$ cat src/core/lugj_pkg.sv
package lugj_pkg;

	// ----------------------------------------
	// Register map
	// ----------------------------------------
	localparam logic [7:0] LUGJ_ADR_ATTEN_BASE = 8'h01;
	localparam logic [7:0] LUGJ_ADR_CHAN_STEP = 8'h20;
	localparam logic [7:0] LUGJ_ADR_GLOBAL_CFG = 8'h40;
	localparam logic [7:0] LUGJ_ADR_MONITOR = 8'h60;
	localparam logic [7:0] LUGJ_ADR_IRQ_FLAGS = 8'h80;
	localparam logic [7:0] LUGJ_ADR_PIN_CTRL = 8'hA0;
	localparam logic [4:0] LUGJ_CHAN_OFS_MASK = 5'h1F;
	localparam logic [2:0] LUGJ_CHAN_SEL_LSB = 3'h5;

	// ----------------------------------------
	// Field positions
	// ----------------------------------------
	localparam int LUGJ_STD_BIT = 4;
	localparam int LUGJ_COPY_BIT = 3;
	localparam int LUGJ_PIN_B_LEVEL_BIT = 3;
	localparam int LUGJ_PIN_A_LEVEL_BIT = 2;
	localparam int LUGJ_PIN_B_DIR_BIT = 1;
	localparam int LUGJ_PIN_A_DIR_BIT = 0;

	// ----------------------------------------
	// Reset values
	// ----------------------------------------
	localparam logic [7:0] LUGJ_RST_ATTEN = 8'h00;
	localparam logic [7:0] LUGJ_RST_GLOBAL = 8'h00;
	localparam logic [7:0] LUGJ_RST_MONITOR = 8'h00;
	localparam logic [1:0] LUGJ_RST_PIN_DIR = 2'h3;
	localparam logic [1:0] LUGJ_RST_PIN_LEVEL = 2'h0;

	// ----------------------------------------
	// Decoded settings
	// ----------------------------------------
	localparam logic [1:0] LUGJ_PLACE_TX = 2'h1;
	localparam logic [1:0] LUGJ_PLACE_RX = 2'h3;
	localparam logic [7:0] LUGJ_DEPTH_128 = 8'h80;
	localparam logic [7:0] LUGJ_DEPTH_64 = 8'h40;
	localparam logic [7:0] LUGJ_DEPTH_32 = 8'h20;

	typedef enum logic [2:0] {
		LUGJ_CORNER_5HZ = 3'h1,
		LUGJ_CORNER_1P25HZ = 3'h2,
		LUGJ_CORNER_6P8HZ = 3'h3,
		LUGJ_CORNER_0P9HZ = 3'h4
	} lugj_corner_e;

	typedef struct packed {
		logic in_tx;
		logic in_rx;
		logic [7:0] depth_bits;
		logic wide_limit;
		lugj_corner_e corner;
	} lugj_atten_s;

	typedef struct packed {
		logic active;
		logic is_tx;
		logic [2:0] chan;
	} lugj_watch_s;

endpackage

$ cat src/core/lugj_atten_decode.sv
`timescale 1ns/1ns
module lugj_atten_decode
	import lugj_pkg::*;
(
	input wire logic [7:0] cfg,
	input wire logic t1_mode,
	output lugj_atten_s dec
);

	always_comb begin
		dec.wide_limit = cfg[5];
		dec.in_tx = (cfg[4:3] == LUGJ_PLACE_TX);
		dec.in_rx = (cfg[4:3] == LUGJ_PLACE_RX);
		case (cfg[2:1])
			2'h0: dec.depth_bits = LUGJ_DEPTH_128;
			2'h1: dec.depth_bits = LUGJ_DEPTH_64;
			default: dec.depth_bits = LUGJ_DEPTH_32;
		endcase
		case ({t1_mode, cfg[0]})
			2'h0: dec.corner = LUGJ_CORNER_6P8HZ;
			2'h1: dec.corner = LUGJ_CORNER_0P9HZ;
			2'h2: dec.corner = LUGJ_CORNER_5HZ;
			default: dec.corner = LUGJ_CORNER_1P25HZ;
		endcase
	end

endmodule

$ cat src/core/lugj_regs.sv
`timescale 1ns/1ns
// Overview of operation
// - Monitor select in bits 7..4; 0000 leaves receiver 1 normal.
// - Codes 0001..0111 monitor receivers 2..8 on channel 1.
// - Code 1000 leaves transmitter 1 normal, nothing monitored.
// - Codes 1001..1111 monitor transmitters 2..8 on channel 1.
// - Read-only channel flags; bit n set when channel n+1 interrupts.
// - Output pin drives its level bit.
// - Input pin's level bit reads the pin.
// - Direction bit 0 output, 1 input; both reset to input.
// - Eight attenuator registers, spaced 0x20 from the first address.
// - Bit 5 selects wide bandwidth limit mode; resets zero.
// - Placement 01 transmit, 11 receive, 00 or 10 unused.
// - Depth 00 is 128, 01 is 64, 10/11 is 32 bits.
// - Bandwidth bit picks corner per line standard.
// - Global standard bit: 0 for E1, 1 for T1/J1.
// - Broadcast bit copies a channel write to all channels.
module lugj_regs
	import lugj_pkg::*;
#(
	parameter int CHANNELS = 8
) (
	input wire logic clk_sys,
	input wire logic rst_n,
	input wire logic [7:0] reg_addr,
	input wire logic [7:0] reg_wdata,
	input wire logic reg_write,
	input wire logic reg_read,
	output logic [7:0] reg_rdata,
	input wire logic [CHANNELS-1:0] chan_irq_pending,
	input wire logic spare_pin_a_in,
	input wire logic spare_pin_b_in,
	output logic spare_pin_a_out,
	output logic spare_pin_a_oe,
	output logic spare_pin_b_out,
	output logic spare_pin_b_oe,
	output lugj_watch_s watch_select,
	output logic line_standard_select,
	output lugj_atten_s [CHANNELS-1:0] atten_cfg
);

	generate
		if (CHANNELS != 8) begin : g_bad_channels
			$error("lugj_regs supports exactly eight channels");
		end
	endgenerate

	// ----------------------------------------
	// Register state
	// ----------------------------------------
	logic [7:0] global_r, global_nxt;
	logic [3:0] monitor_r, monitor_nxt;
	logic [1:0] pin_dir_r, pin_dir_nxt;
	logic [1:0] pin_level_r, pin_level_nxt;
	logic [7:0] irq_flags_r, irq_flags_nxt;
	logic [7:0] rdata_r, rdata_nxt;
	logic [5:0] atten_r [CHANNELS];
	logic [5:0] atten_nxt [CHANNELS];
	lugj_atten_s [CHANNELS-1:0] dec_w;
	lugj_atten_s [CHANNELS-1:0] atten_cfg_r;
	lugj_watch_s watch_nxt, watch_r;
	logic [1:0] pin_in_w;
	logic [2:0] chan_idx;
	logic chan_hit;
	logic [1:0] pin_out_nxt, pin_oe_nxt;

	assign pin_in_w = {spare_pin_b_in, spare_pin_a_in};
	assign chan_idx = reg_addr[7:5];
	assign chan_hit = (reg_addr[4:0] == LUGJ_ADR_ATTEN_BASE[4:0]);

	// ----------------------------------------
	// Per-channel attenuator registers
	// ----------------------------------------
	genvar g;
	generate
		for (g = 0; g < CHANNELS; g++) begin : g_chan
			always_comb begin
				atten_nxt[g] = atten_r[g];
				if (reg_write && chan_hit &&
					(chan_idx == 3'(g) || global_r[LUGJ_COPY_BIT])) begin
					atten_nxt[g] = reg_wdata[5:0];
				end
			end
			always_ff @(posedge clk_sys or negedge rst_n) begin
				if (!rst_n) begin
					atten_r[g] <= LUGJ_RST_ATTEN[5:0];
				end else begin
					atten_r[g] <= atten_nxt[g];
				end
			end
			lugj_atten_decode u_dec (
				.cfg({2'h0, atten_r[g]}),
				.t1_mode(global_r[LUGJ_STD_BIT]),
				.dec(dec_w[g])
			);
		end
	endgenerate

	// ----------------------------------------
	// Global configuration registers
	// ----------------------------------------
	always_comb begin
		global_nxt = global_r;
		monitor_nxt = monitor_r;
		pin_dir_nxt = pin_dir_r;
		pin_level_nxt = pin_level_r;
		if (reg_write) begin
			case (reg_addr)
				LUGJ_ADR_GLOBAL_CFG: global_nxt = reg_wdata;
				LUGJ_ADR_MONITOR: monitor_nxt = reg_wdata[7:4];
				LUGJ_ADR_PIN_CTRL: begin
					pin_dir_nxt[1] = reg_wdata[LUGJ_PIN_B_DIR_BIT];
					pin_dir_nxt[0] = reg_wdata[LUGJ_PIN_A_DIR_BIT];
					pin_level_nxt[1] = reg_wdata[LUGJ_PIN_B_LEVEL_BIT];
					pin_level_nxt[0] = reg_wdata[LUGJ_PIN_A_LEVEL_BIT];
				end
				default: begin
				end
			endcase
		end
	end

	always_ff @(posedge clk_sys or negedge rst_n) begin
		if (!rst_n) begin
			global_r <= LUGJ_RST_GLOBAL;
			monitor_r <= LUGJ_RST_MONITOR[7:4];
			pin_dir_r <= LUGJ_RST_PIN_DIR;
			pin_level_r <= LUGJ_RST_PIN_LEVEL;
		end else begin
			global_r <= global_nxt;
			monitor_r <= monitor_nxt;
			pin_dir_r <= pin_dir_nxt;
			pin_level_r <= pin_level_nxt;
		end
	end

	// ----------------------------------------
	// Channel interrupt flags
	// ----------------------------------------
	always_comb begin
		irq_flags_nxt = chan_irq_pending;
	end

	always_ff @(posedge clk_sys or negedge rst_n) begin
		if (!rst_n) begin
			irq_flags_r <= 8'h00;
		end else begin
			irq_flags_r <= irq_flags_nxt;
		end
	end

	// ----------------------------------------
	// Monitor selection
	// ----------------------------------------
	always_comb begin
		watch_nxt.active = (monitor_r[2:0] != 3'h0);
		watch_nxt.is_tx = monitor_r[3];
		watch_nxt.chan = monitor_r[2:0];
	end

	always_ff @(posedge clk_sys or negedge rst_n) begin
		if (!rst_n) begin
			watch_r <= '0;
		end else begin
			watch_r <= watch_nxt;
		end
	end

	// ----------------------------------------
	// Read data
	// ----------------------------------------
	always_comb begin
		rdata_nxt = rdata_r;
		if (reg_read) begin
			rdata_nxt = 8'h00;
			if (chan_hit) begin
				rdata_nxt = {2'h0, atten_r[chan_idx]};
			end else begin
				case (reg_addr)
					LUGJ_ADR_GLOBAL_CFG: rdata_nxt = global_r;
					LUGJ_ADR_MONITOR: rdata_nxt = {monitor_r, 4'h0};
					LUGJ_ADR_IRQ_FLAGS: rdata_nxt = irq_flags_r;
					LUGJ_ADR_PIN_CTRL: begin
						rdata_nxt = {4'h0, pin_level_r, pin_dir_r};
						if (pin_dir_r[0]) begin
							rdata_nxt[LUGJ_PIN_A_LEVEL_BIT] = pin_in_w[0];
						end
						if (pin_dir_r[1]) begin
							rdata_nxt[LUGJ_PIN_B_LEVEL_BIT] = pin_in_w[1];
						end
					end
					default: rdata_nxt = 8'h00;
				endcase
			end
		end
	end

	always_ff @(posedge clk_sys or negedge rst_n) begin
		if (!rst_n) begin
			rdata_r <= 8'h00;
		end else begin
			rdata_r <= rdata_nxt;
		end
	end

	// ----------------------------------------
	// Pin drivers
	// ----------------------------------------
	always_comb begin
		pin_out_nxt = pin_level_nxt;
		pin_oe_nxt = ~pin_dir_nxt;
	end

	always_ff @(posedge clk_sys or negedge rst_n) begin
		if (!rst_n) begin
			spare_pin_a_out <= 1'b0;
			spare_pin_a_oe <= 1'b0;
			spare_pin_b_out <= 1'b0;
			spare_pin_b_oe <= 1'b0;
		end else begin
			spare_pin_a_out <= pin_out_nxt[0];
			spare_pin_a_oe <= pin_oe_nxt[0];
			spare_pin_b_out <= pin_out_nxt[1];
			spare_pin_b_oe <= pin_oe_nxt[1];
		end
	end

	// ----------------------------------------
	// Decoded attenuator settings
	// ----------------------------------------
	always_ff @(posedge clk_sys or negedge rst_n) begin
		if (!rst_n) begin
			atten_cfg_r <= '0;
		end else begin
			atten_cfg_r <= dec_w;
		end
	end

	assign reg_rdata = rdata_r;
	assign watch_select = watch_r;
	assign line_standard_select = global_r[LUGJ_STD_BIT];
	assign atten_cfg = atten_cfg_r;

endmodule

$ cat config.mk
export PLATFORM = sky130hd
export DESIGN_NAME = lugj_regs
export DESIGN_NICKNAME = d
export VERILOG_FILES = /design/src/core/lugj_pkg.sv /design/src/core/lugj_atten_decode.sv /design/src/core/lugj_regs.sv
export SDC_FILE = /design/constraint.sdc
export NUM_CORES = 1
export LEC_CHECK = 0
export ABC_AREA = 1
export BUFFER_PORTS_ARGS = -buffer_cell sky130_fd_sc_hd__buf_2
export CAP_MARGIN = 20
export CELL_PAD_IN_SITES_DETAIL_PLACEMENT = 1
export CELL_PAD_IN_SITES_GLOBAL_PLACEMENT = 1
export CORE_MARGIN = 4
export CORE_UTILIZATION = 39
export DETAILED_ROUTE_END_ITERATION = 12
export PLACE_DENSITY = 0.84
export SETUP_SLACK_MARGIN = 0.4
export SYNTH_ARGS = -nofsm -noshare
export SYNTH_HDL_FRONTEND = slang
export SYNTH_HIERARCHICAL = 1
export SYNTH_SLANG_ARGS = --single-unit
export TNS_END_PERCENT = 20
$ cat constraint.sdc
create_clock -name clk_sys -period 1.2 [get_ports clk_sys]
set_input_delay 0.36 -clock clk_sys [delete_from_list [all_inputs] [get_ports clk_sys]]
set_output_delay 0.36 -clock clk_sys [all_outputs]
set_load 0.01 [all_outputs]
# After elaboration in Yosys (flattened, before gate mapping)
# Cells that the tools add are included.
# op_classes
magnitude_cmp,1
eq_ne,52
mux,27
n_bitwise,2
n_reduce_logical,37
# ops
op,count
$pmux W8 S2,8
$pmux W3 S3,8
$eq A2 B1 Y1 const B,24
$eq A2 B2 Y1 const B,16
$logic_not A2 Y1,16
$pmux W8 S4,1
$bmux W6 S3,1
$eq A8 B7 Y1 const B,2
$eq A8 B8 Y1 const B,2
$eq A3 B3 Y1 const B,4
$mux W6,2
$logic_and A1 B1 Y1,9
$logic_or A1 B1 Y1,8
$mux W2,4
$mux W8,1
$eq A3 B2 Y1 const B,2
$eq A5 B1 Y1 const B,1
$ge A4 B4 Y1 const B,1
$not A3 Y4,1
$reduce_and A2 Y1,2
$eq A3 B1 Y1 const B,1
$logic_not A3 Y1,1
$reduce_bool A3 Y1,1
$mux W1,2
$not A2 Y2,1
# totals
register_bits,201
inputBits,30
output_inout_bits,130
elab_cells,180

# Depth between registers and ports, before layout
# Gate-level depths: netlist (run 1).
# logic_depth
word_depth,5
mapped_depth,11
mapped_depth_nobuf,10

# Cells and area by module
# Netlist (run 1), hierarchy kept.
# by_module_without_submodules
mod,instances,cells_per_inst,area_per_inst_um2,seq_area_each_um2
lugj_regs,1,608,6856.6,4982.3
lugj_atten_decode,8,24,147.6,0.0

# Least setup slack after synthesis (run 1)
# No wires, ideal clock.
# synth_timing
kind,input to register
startpoint,input port reg_addr[4]
endpoint,register atten_r[14] (netlist bit)
setup_time_ps,126
arrival_ps,1248
required_ps,1074
path_slack_ps,-174
stages,7
n_path_buf,1
path_cell_list,nor2_1 nand2_1 nor3b_4 nand2_1 buf_4 nand2_1 o21ai_2
# synth_via
elab_chain_cells,3
# synth_lines
item,line,text
"start, declared",lugj_regs.sv:25,"input wire logic [7:0] reg_addr,"
$eq A5 B1 Y1,lugj_regs.sv:69,assign chan_hit = (reg_addr[4:0] == LUGJ_ADR_ATTEN_BASE[4:0]);
$logic_and A1 B1 Y1 (2 in series),lugj_regs.sv:79,if (reg_write && chan_hit &&
"end signal, assigned by index",lugj_regs.sv:86,atten_r[g] <= LUGJ_RST_ATTEN[5:0];
"end signal, assigned by index",lugj_regs.sv:88,atten_r[g] <= atten_nxt[g];
"end, declared",lugj_regs.sv:57,logic [5:0] atten_r [CHANNELS];
# No other way between the ends.
# A chain may end at the register's enable or synchronous reset.

# Final worst setup path (run 1)
# layout_timing
startpoint,register global_r[4]
endpoint,output port line_standard_select
# layout_lines
item,line,text
"start, declared",lugj_regs.sv:51,"logic [7:0] global_r, global_nxt;"
"start signal, assigned",lugj_regs.sv:130,global_r <= global_nxt;
"end, declared",lugj_regs.sv:38,"output logic line_standard_select,"
# No word-level cell between the ends.

==> flow_metrics.tcl, run 1 <==
set metrics [dict create \
    antenna_found_initial 1 \
    drt-initial-drc-count 409 \
    rows 52 \
    numCtsBuffers 17 \
    crit_required_ns 0.84 \
    drv_slew 0 \
    grt_overflow 0 \
    startpoint_type "flop" \
    peakVddDrop_mv 1.05 \
    cp_top_family "flip-flops" \
    hp-class "in -> async" \
    globalplace.congestion 0.905 \
    dieArea_sq_mm 0.0230 \
    fin_area_sq_mm 0.0112 \
    crit_slowest_cell "dfrtp_1" \
    utilization 0.554 \
    grt_usage 0.214 \
    cts_buffer_depth 2 \
    cpPeakStageDelay_ns 0.41 \
    fin_crit_sh 1.22 \
    rsz0062_at_grt "true" \
    coreArea_sq_mm 0.0202 \
    finalSetupViolCount 150 \
    wl_per_cell_microns 19.6 \
    avgSynthCellArea_sq_um 10.1 \
    tritoncts "built" \
    io_buffers 159 \
    postLayoutSetupSlackWorst_ns -0.262 \
    netlist_area_sq_mm 0.00803 \
    routed_wl_mm 25.5 \
    vias 6372 \
    grt_pass1_wl_mm 37.5 \
    clock-sinks 199 \
    crit_chain "buf_12 > buf_6" \
    area_growth_syn_to_layout_pct 39.5 \
    die_y_microns 152 \
    fp.dieW_microns 152 \
    place_area_sq_mm 0.00952 \
    worst-path-buf-inv 2 \
    finalNetCount 1081 \
    power.density_mw_per_mm2 1340 \
    layout-drive-gt1-share 0.413 \
    ff2ff_setup_slack_ns -0.16 \
    clk_pin_slew_worst_paths_ns 0.07 \
    dp_hpwl_mm 15.9 \
    clock.fmax_ghz 0.684 \
    n_antenna_cell 0 \
    clockRootBuffer "clkbuf_16" \
    htree_levels 4 \
    cap_violations 0 \
    pin_count 160 \
    fill_cells 2188 \
    finalPower_mw 15.0 \
    skew_ns 0.00613 \
    worstSetupPathType "reg -> out" \
    ant_nets 0 \
    reg2regPathDepth 7 \
    cp_max_fo 2 \
    status "finished with violations" \
    r2r_start "global_r[4]$_DFFE_PN0P_" \
    initial_core_util 0.397 \
    worst-path-stages 2 \
    crit_end "line_standard_select" \
    ys_warn_count 6 \
    min_period_ns 1.46 \
    drt-pass1-iter-count 5 \
    grt_max_degree 41 \
    power_leakage_nw 5.73 \
    cp-end-kind "output port" \
    syn_inst 799 \
    holdWs_ns -0.173 \
    viasPerCell 4.89 \
    startpoint "global_r[4]$_DFFE_PN0P_" \
    drc 0 \
    r2r_end "atten_cfg[56]$_DFF_PN0_" \
    hold_viol 21 \
    clk_latency_ns 0.44 \
    cp.arrival_ns 1.10 \
    grt_pass1_vias 7005 \
    violations "hold timing, setup timing" \
]
metrics by stage:
step	setup WS (ns)	setup TNS, ns	hold slack (ns)	cells
2_1_floorplan	-0.151	-9.18	0.0644	831
3_3_place_gp	-0.399	-21.86	0.300	1257
3_5_place_dp	-0.531	-25.64	0.296	1257
4_1_cts	-0.265	-15.69	-0.162	1297
5_1_grt	-0.285	-19.65	-0.162	1302
6_report	-0.262	-14.86	-0.173	1302
how the worst min path moves through the flow:
| stage | slack (ns) | to |
|---|---|---|
| final | -0.17 | atten_cfg[85]$_DFF_PN0_ |
| after global routing | -0.16 | atten_cfg[85]$_DFF_PN0_ |
| after CTS | -0.16 | atten_cfg[85]$_DFF_PN0_ |
| after detailed placement | 0.30 | atten_cfg[85]$_DFF_PN0_ |
| after global placement | 0.30 | atten_cfg[85]$_DFF_PN0_ |
| after floorplan | 0.06 | atten_cfg[0]$_DFF_PN0_ |
worst register-to-register path: cells and delay by family (launching register included):
| family | cells | cell delay (ns) |
|---|---|---|
| adders and majority gates | 1 | 0.18 |
| buffers and inverters | 4 | 0.50 |
| and+or+nand+nor | 2 | 0.18 |
| DFF | 1 | 0.39 |
registers in the layout, indices dropped and copies added, names as in the netlist:
register	cells
atten_r	48
spare_pin_a_oe	1
global_r	8
spare_pin_b_oe	1
irq_flags_r	8
pin_dir_r	2
atten_cfg	112
watch_select	5
reg_rdata	8
monitor_r	4
pin_level_r	2
cells in the final DEF, fill, tap and decap left out, types with 8 or more instances in the layout:
cell type and instances:
buf_12 16, buf_2 113, o21ai_2 24, dfrtp_2 9, nor2_4 8, buf_4 53
nand2_1 135, nand3_2 9, nand2_2 50, conb_1 40, o21ai_4 8, nand2_4 13
clkbuf_16 18, buf_6 54, o21ai_1 38, inv_1 76, ha_1 30, nor2_1 53
dfrtp_1 188, nand3_1 35
metal layers:
metal / up-vias / GRT usage / part of all wire
met1: 3255 / 0.247 / 0.38
met2: 239 / 0.390 / 0.53
met3: 63 / 0.0494 / 0.057
met4: 2 / 0.0764 / 0.032
li1: 2813 / - / -
met5: - / 0 / 0.00027
area by class of cell:
cell class                      count  area [sq um]  share of cell area
Inverter                           87           357              0.0318
Clock buffer                       23           488              0.0435
Multi-Input combinational cell    469          2860               0.255
Sequential cell                   199          4990               0.446
Clock inverter                      9           116              0.0104
Timing Repair Buffer              245          2050               0.183
Tap cell                          270           338              0.0301
where the power goes:
part,internal [mW],switching (mW),total (mW)
registers,7.09,0.241,7.33
logic,0.762,1.04,1.81
clock network,3.32,2.54,5.86
total,11.2,3.82,15.0
timing repair:
item,CTS,global route
setup buffers,7,4
cloned,1,1
setup endpoints to repair,230,230
endpoints found under the hold margin,21,21
resized for setup,184,73
pin swaps,58,28
(Power assumes the default switching activity.)
==> inputs of run 2 (changes only) <==
--- a/config.mk
+++ b/config.mk
@@ -13,8 +13,9 @@
 export CORE_MARGIN = 4
 export CORE_UTILIZATION = 39
 export DETAILED_ROUTE_END_ITERATION = 12
-export PLACE_DENSITY = 0.84
+export PLACE_DENSITY = 0.85
 export SETUP_SLACK_MARGIN = 0.4
+export SLEW_MARGIN = 25
 export SYNTH_ARGS = -nofsm -noshare
 export SYNTH_HDL_FRONTEND = slang
 export SYNTH_HIERARCHICAL = 1
==> run 2 against run 1 <==
  * Cell area is 0.38% lower
  * Critical path depth stayed put
  * Clock power shrank 5.6%
  * Sequential share of layout area is 0.15 points higher
  * The run still ends with hold timing, setup timing left
  * Routed wire length is 6.1% higher
  * Critical path type unchanged
==> flow_metrics.tcl, run 2 (same netlist as run 1, synthesis figures left out) <==
set metrics [dict create \
    clock-sinks 199 \
    cp.arrival_ns 1.11 \
    cts_buffer_depth 2 \
    wl_met1_mm 9.91 \
    globalplace.congestion 0.856 \
    peakVddDrop_mv 0.878 \
    hold_viol 17 \
    fin_crit_sh 1.23 \
    startpoint_type "flop" \
    initial_core_util 0.397 \
    hp-class "in -> async" \
    largest_register_ffs 112 \
    drt-pass1-iter-count 4 \
    grt_pass1_wl_mm 37.5 \
    finalNetCount 1082 \
    dp.cells 1255 \
    fin_setup_tns_ns -13.87 \
    antenna_found_initial 0 \
    htree_levels 4 \
    wl_met3_mm 1.79 \
    rows 52 \
    dpl_worst_slack_ns -0.376 \
    worstSetupPathType "reg -> out" \
    skew_ns 0.00987 \
    cp-end-kind "output port" \
    grt_max_degree 34 \
    viasPerCell 4.98 \
    power_leakage_nw 5.68 \
    vias 6493 \
    dp_hpwl_mm 15.5 \
    met2_length_mm 14.1 \
    dieArea_sq_mm 0.0230 \
    clk_latency_ns 0.43 \
    finalNonFillerCells 1304 \
    status "finished with violations" \
    clk_pin_slew_worst_paths_ns 0.07 \
    rsz0062_at_grt "true" \
    wl_per_cell_microns 20.8 \
    finalSetupViolCount 158 \
    grt_overflow 0 \
    violations "hold timing, setup timing" \
    tritoncts "built" \
    die_y_microns 152 \
    clockRootBuffer "clkbuf_16" \
    pin_count 160 \
    coreArea_sq_mm 0.0202 \
    layout_commonest_cell "dfrtp_1" \
    crit_required_ns 0.84 \
    min_period_ns 1.47 \
    layout-drive-gt1-share 0.430 \
    fp.dieW_microns 152 \
    drv_slew 0 \
    power.density_mw_per_mm2 1320 \
    fill_cells 2176 \
    cap_violations 0 \
    clock.fmax_ghz 0.679 \
    cp_max_fo 2 \
    grt_usage 0.216 \
    layout_common_cells "dfrtp_1, nand2_1, buf_2, inv_1, nand2_2" \
    drc 0 \
    area_growth_syn_to_layout_pct 39.0 \
    drt-initial-drc-count 483 \
    top_layer "met4" \
    holdWs_ns -0.175 \
    ant_nets 0 \
    numCtsBuffers 17 \
    routed_wl_mm 27.1 \
    grt_pass1_vias 6937 \
    postLayoutSetupSlackWorst_ns -0.272 \
    io_buffers 159 \
]
## run 2: critical path: stages, from the launching register on
cell	delay [ns]
dfrtp_1	0.42
buf_12	0.15
buf_6	0.11
## run 2: final timing paths
| kind | startpoint | endpoint | slack, ns | depth (start not counted) |
|---|---|---|---|---|
| worst max-delay path | global_r[4]$_DFFE_PN0P_ | line_standard_select | -0.27 | 2 |
| worst min-delay path | rst_n | atten_cfg[103]$_DFF_PN0_ | -0.17 | 1 |
| worst max register to register | global_r[4]$_DFFE_PN0P_ | reg_rdata[4]$_DFFE_PN0P_ | -0.15 | 8 |
| worst min register to register | atten_r[41]$_DFFE_PN0P_ | atten_cfg[17]$_DFF_PN0_ | 0.42 | 0 |
| max in group asynchronous | rst_n | pin_dir_r[1]$_DFF_PN1_ | 0.81 | 2 |
| min in group clk_sys | chan_irq_pending[2] | irq_flags_r[2]$_DFF_PN0_ | 0.03 | 1 |
## run 2: layout make-up
cell class                 count  area [sq um]  area share
multi-input combinational    469          2880       0.258
sequential                   199          4990       0.447
inverter                      87           362      0.0324
antenna                        1          2.50    0.000224
clock inverter                13           121      0.0109
tap                          270           338      0.0303
timing repair buffer         246          2020       0.181
clock buffer                  19           443      0.0397
## run 2: stage by stage
step | utilization | instance area [sq um] | power [mW]
CTS | 0.528 | 10700 | 14.6
global placement | 0.470 | 9520 | 8.78
floorplan | - | 8200 | 8.09
global route | 0.552 | 11200 | 15.3
finish | 0.552 | 11200 | 14.7
detailed placement | 0.470 | 9520 | 8.87
## run 2: power by group
part,internal (mW),total [mW],switching (mW)
Combinational,0.774,1.85,1.08
Sequential,7.09,7.33,0.241
Clock,2.94,5.53,2.59
## run 2: per-layer routing
| metal | track usage | vias up |
|---|---|---|
| li1 | - | 2811 |
| met1 | 0.247 | 3295 |
| met2 | 0.381 | 303 |
| met3 | 0.0595 | 84 |
| met4 | 0.0921 | 0 |
| met5 | 0 | - |
## run 2: repair_timing
action	in CTS	in global routing
endpoints found under the setup margin	229	229
pin swaps	68	50
endpoints found under the hold margin	17	17
buffers inserted	10	5
gates cloned	1	0
gates resized for setup	160	111
==> inputs of run 3 (changes only) <==
--- a/config.mk
+++ b/config.mk
@@ -5,13 +5,12 @@
 export SDC_FILE = /design/constraint.sdc
 export NUM_CORES = 1
 export LEC_CHECK = 0
-export ABC_AREA = 1
 export BUFFER_PORTS_ARGS = -buffer_cell sky130_fd_sc_hd__buf_2
 export CAP_MARGIN = 20
 export CELL_PAD_IN_SITES_DETAIL_PLACEMENT = 1
 export CELL_PAD_IN_SITES_GLOBAL_PLACEMENT = 1
 export CORE_MARGIN = 4
-export CORE_UTILIZATION = 39
+export CORE_UTILIZATION = 41
 export DETAILED_ROUTE_END_ITERATION = 12
 export PLACE_DENSITY = 0.85
 export SETUP_SLACK_MARGIN = 0.4
==> run 3 against run 2 <==
  * The run still ends with hold timing, setup timing left
  * Count of clock-buffer cells in the layout fell by 1
  * Die area fell by 7.1%
  * Non-clock buffer count rose by 19
  * Synthesized area fell by 2.7%
  * Highest routed layer is now met5
==> flow_metrics.tcl, run 3 <==
set metrics [dict create \
    cp_max_fo 4 \
    internal-power_mw 10.9 \
    cap_violations 0 \
    grt_pass1_wl_mm 32.8 \
    peakVddDrop_mv 1.02 \
    grt_pass1_vias 5825 \
    hp-class "in -> async" \
    hold_viol 21 \
    io_buffers 159 \
    ant_nets 0 \
    initial_core_util 0.418 \
    globalplace.congestion 0.829 \
    rows 50 \
    comb_power_share 0.115 \
    crit_chain "buf_6 > or3_4 > or4_4 > buf_6 > nor2b_4 > mux2_4" \
    crit_end "monitor_r[2]$_DFFE_PN0P_" \
    clock.fmax_ghz 0.589 \
    p_seq_frac 0.494 \
    fin_crit_sh 1.41 \
    grt_overflow 0 \
    p_sw_mw 3.75 \
    cts_buffer_depth 2 \
    dieArea_sq_mm 0.0213 \
    clockRootBuffer "clkbuf_16" \
    r2r_end "reg_rdata[4]$_DFFE_PN0P_" \
    min_period_ns 1.70 \
    drc 0 \
    clk_latency_ns 0.43 \
    finalSetupViolCount 211 \
    reg2regPathDepth 4 \
    swShare 0.256 \
    tritoncts "built" \
    dpl_worst_slack_ns -0.928 \
    numCtsBuffers 17 \
    critPathMostFrequentCell "buf_6" \
    drv_slew 0 \
    clkPwrFrac 0.391 \
    cpPeakStageDelay_ns 0.48 \
    routed_wl_mm 21.0 \
    grt_usage 0.199 \
    ys_warn_count 6 \
    htree_levels 4 \
    cp.arrival_ns 2.01 \
    clk_pin_slew_worst_paths_ns 0.07 \
    vias 4912 \
    viasPerCell 4.77 \
    layout_common_cells "dfrtp_1, buf_2, buf_4, buf_6, mux2_2" \
    finalNetCount 844 \
    power_leakage_nw 5.36 \
    area_growth_syn_to_layout_pct 37.8 \
    drt-initial-drc-count 165 \
    status "finished with violations" \
    clock-sinks 199 \
    syn_inst 541 \
    fp.dieW_microns 146 \
    utilization 0.576 \
    dp_hpwl_mm 14.6 \
    wl_per_cell_microns 20.4 \
    startpoint_type "primary input" \
    antenna_found_initial 1 \
    cp-end-kind "flop" \
    grt_max_degree 44 \
    coreArea_sq_mm 0.0187 \
    crit_required_ns 1.52 \
    fill_cells 1869 \
    drt-pass1-iter-count 4 \
    skew_ns 0.00815 \
    avgSynthCellArea_sq_um 14.4 \
    startpoint "reg_addr[1]" \
    netlist_area_sq_mm 0.00781 \
    largest_register_ffs 112 \
    ff2ff_setup_slack_ns -0.30 \
    holdWs_ns -0.186 \
    violations "hold timing, setup timing" \
    die_y_microns 146 \
    power.density_mw_per_mm2 1360 \
    r2r_start "atten_r[40]$_DFFE_PN0P_" \
    worstSetupPathType "in -> reg" \
    layout-drive-gt1-share 0.576 \
    n_antenna_cell 0 \
    layout_commonest_cell "dfrtp_1" \
    pin_count 160 \
    postLayoutSetupSlackWorst_ns -0.496 \
    crit_slowest_cell "or4_4" \
    rsz0062_at_grt "true" \
]
==> run 3: critical path, delay by kind of cell <==
kind	cells	cell delay (ns)
and+or+nand+nor	3	1.07
buffers and inverters	2	0.24
muxes	1	0.33
==> run 3: per-layer routing <==
layer,part of all wire,track usage,vias up
met3,0.043,0.0487,35
met1,0.38,0.226,2564
met2,0.55,0.364,119
li1,-,-,2192
met4,0.025,0.0738,2
met5,0.00057,0,-
==> run 3: through the flow <==
step,TNS (ns),instance area [sq um],hold WS [ns],cells,power [mW]
after detailed placement,-61.12,9390,0.272,986,8.82
after global routing,-46.43,10800,-0.187,1029,15.3
final,-38.96,10800,-0.186,1029,14.7
after floorplan,-41.86,7970,0.0644,573,8.04
after global placement,-57.74,9390,0.267,986,8.72
after CTS,-39.54,10400,-0.193,1026,14.7
==> run 3: area by class of cell <==
cell class / count / area (sq um) / area share
Multi-Input combinational cell: 271 / 2760 / 0.256
Inverter: 28 / 108 / 0.0100
Tap cell: 234 / 293 / 0.0272
Sequential cell: 199 / 4980 / 0.463
Clock inverter: 14 / 155 / 0.0144
Timing Repair Buffer: 265 / 2030 / 0.188
Clock buffer: 18 / 439 / 0.0408
==> run 3: worst min-delay path by stage <==
stage | start | to | depth (start not counted)
global route | rst_n | atten_r[0]$_DFFE_PN0P_ | 1
finish | rst_n | atten_cfg[111]$_DFF_PN0_ | 1
global placement | rst_n | atten_cfg[111]$_DFF_PN0_ | 1
CTS | rst_n | atten_cfg[111]$_DFF_PN0_ | 1
detailed placement | rst_n | atten_cfg[110]$_DFF_PN0_ | 1
floorplan | rst_n | atten_cfg[0]$_DFF_PN0_ | 0
==> run 3: power groups by stage <==
| stage | Clock [mW] | Combinational (mW) | Sequential [mW] |
|---|---|---|---|
| global placement | 0 | 1.39 | 7.33 |
| floorplan | 0 | 0.555 | 7.48 |
| global route | 6.16 | 1.85 | 7.28 |
| detailed placement | 0 | 1.47 | 7.35 |
| finish | 5.73 | 1.69 | 7.24 |
| CTS | 5.86 | 1.58 | 7.23 |
==> run 3: what timing repair did <==
item | in CTS | in global routing
hold endpoints to repair | 21 | 21
cloned | 1 | 0
setup endpoints to repair | 245 | 243
buffers inserted | 7 | 3
resized for setup | 74 | 85
pin swaps | 3 | 5
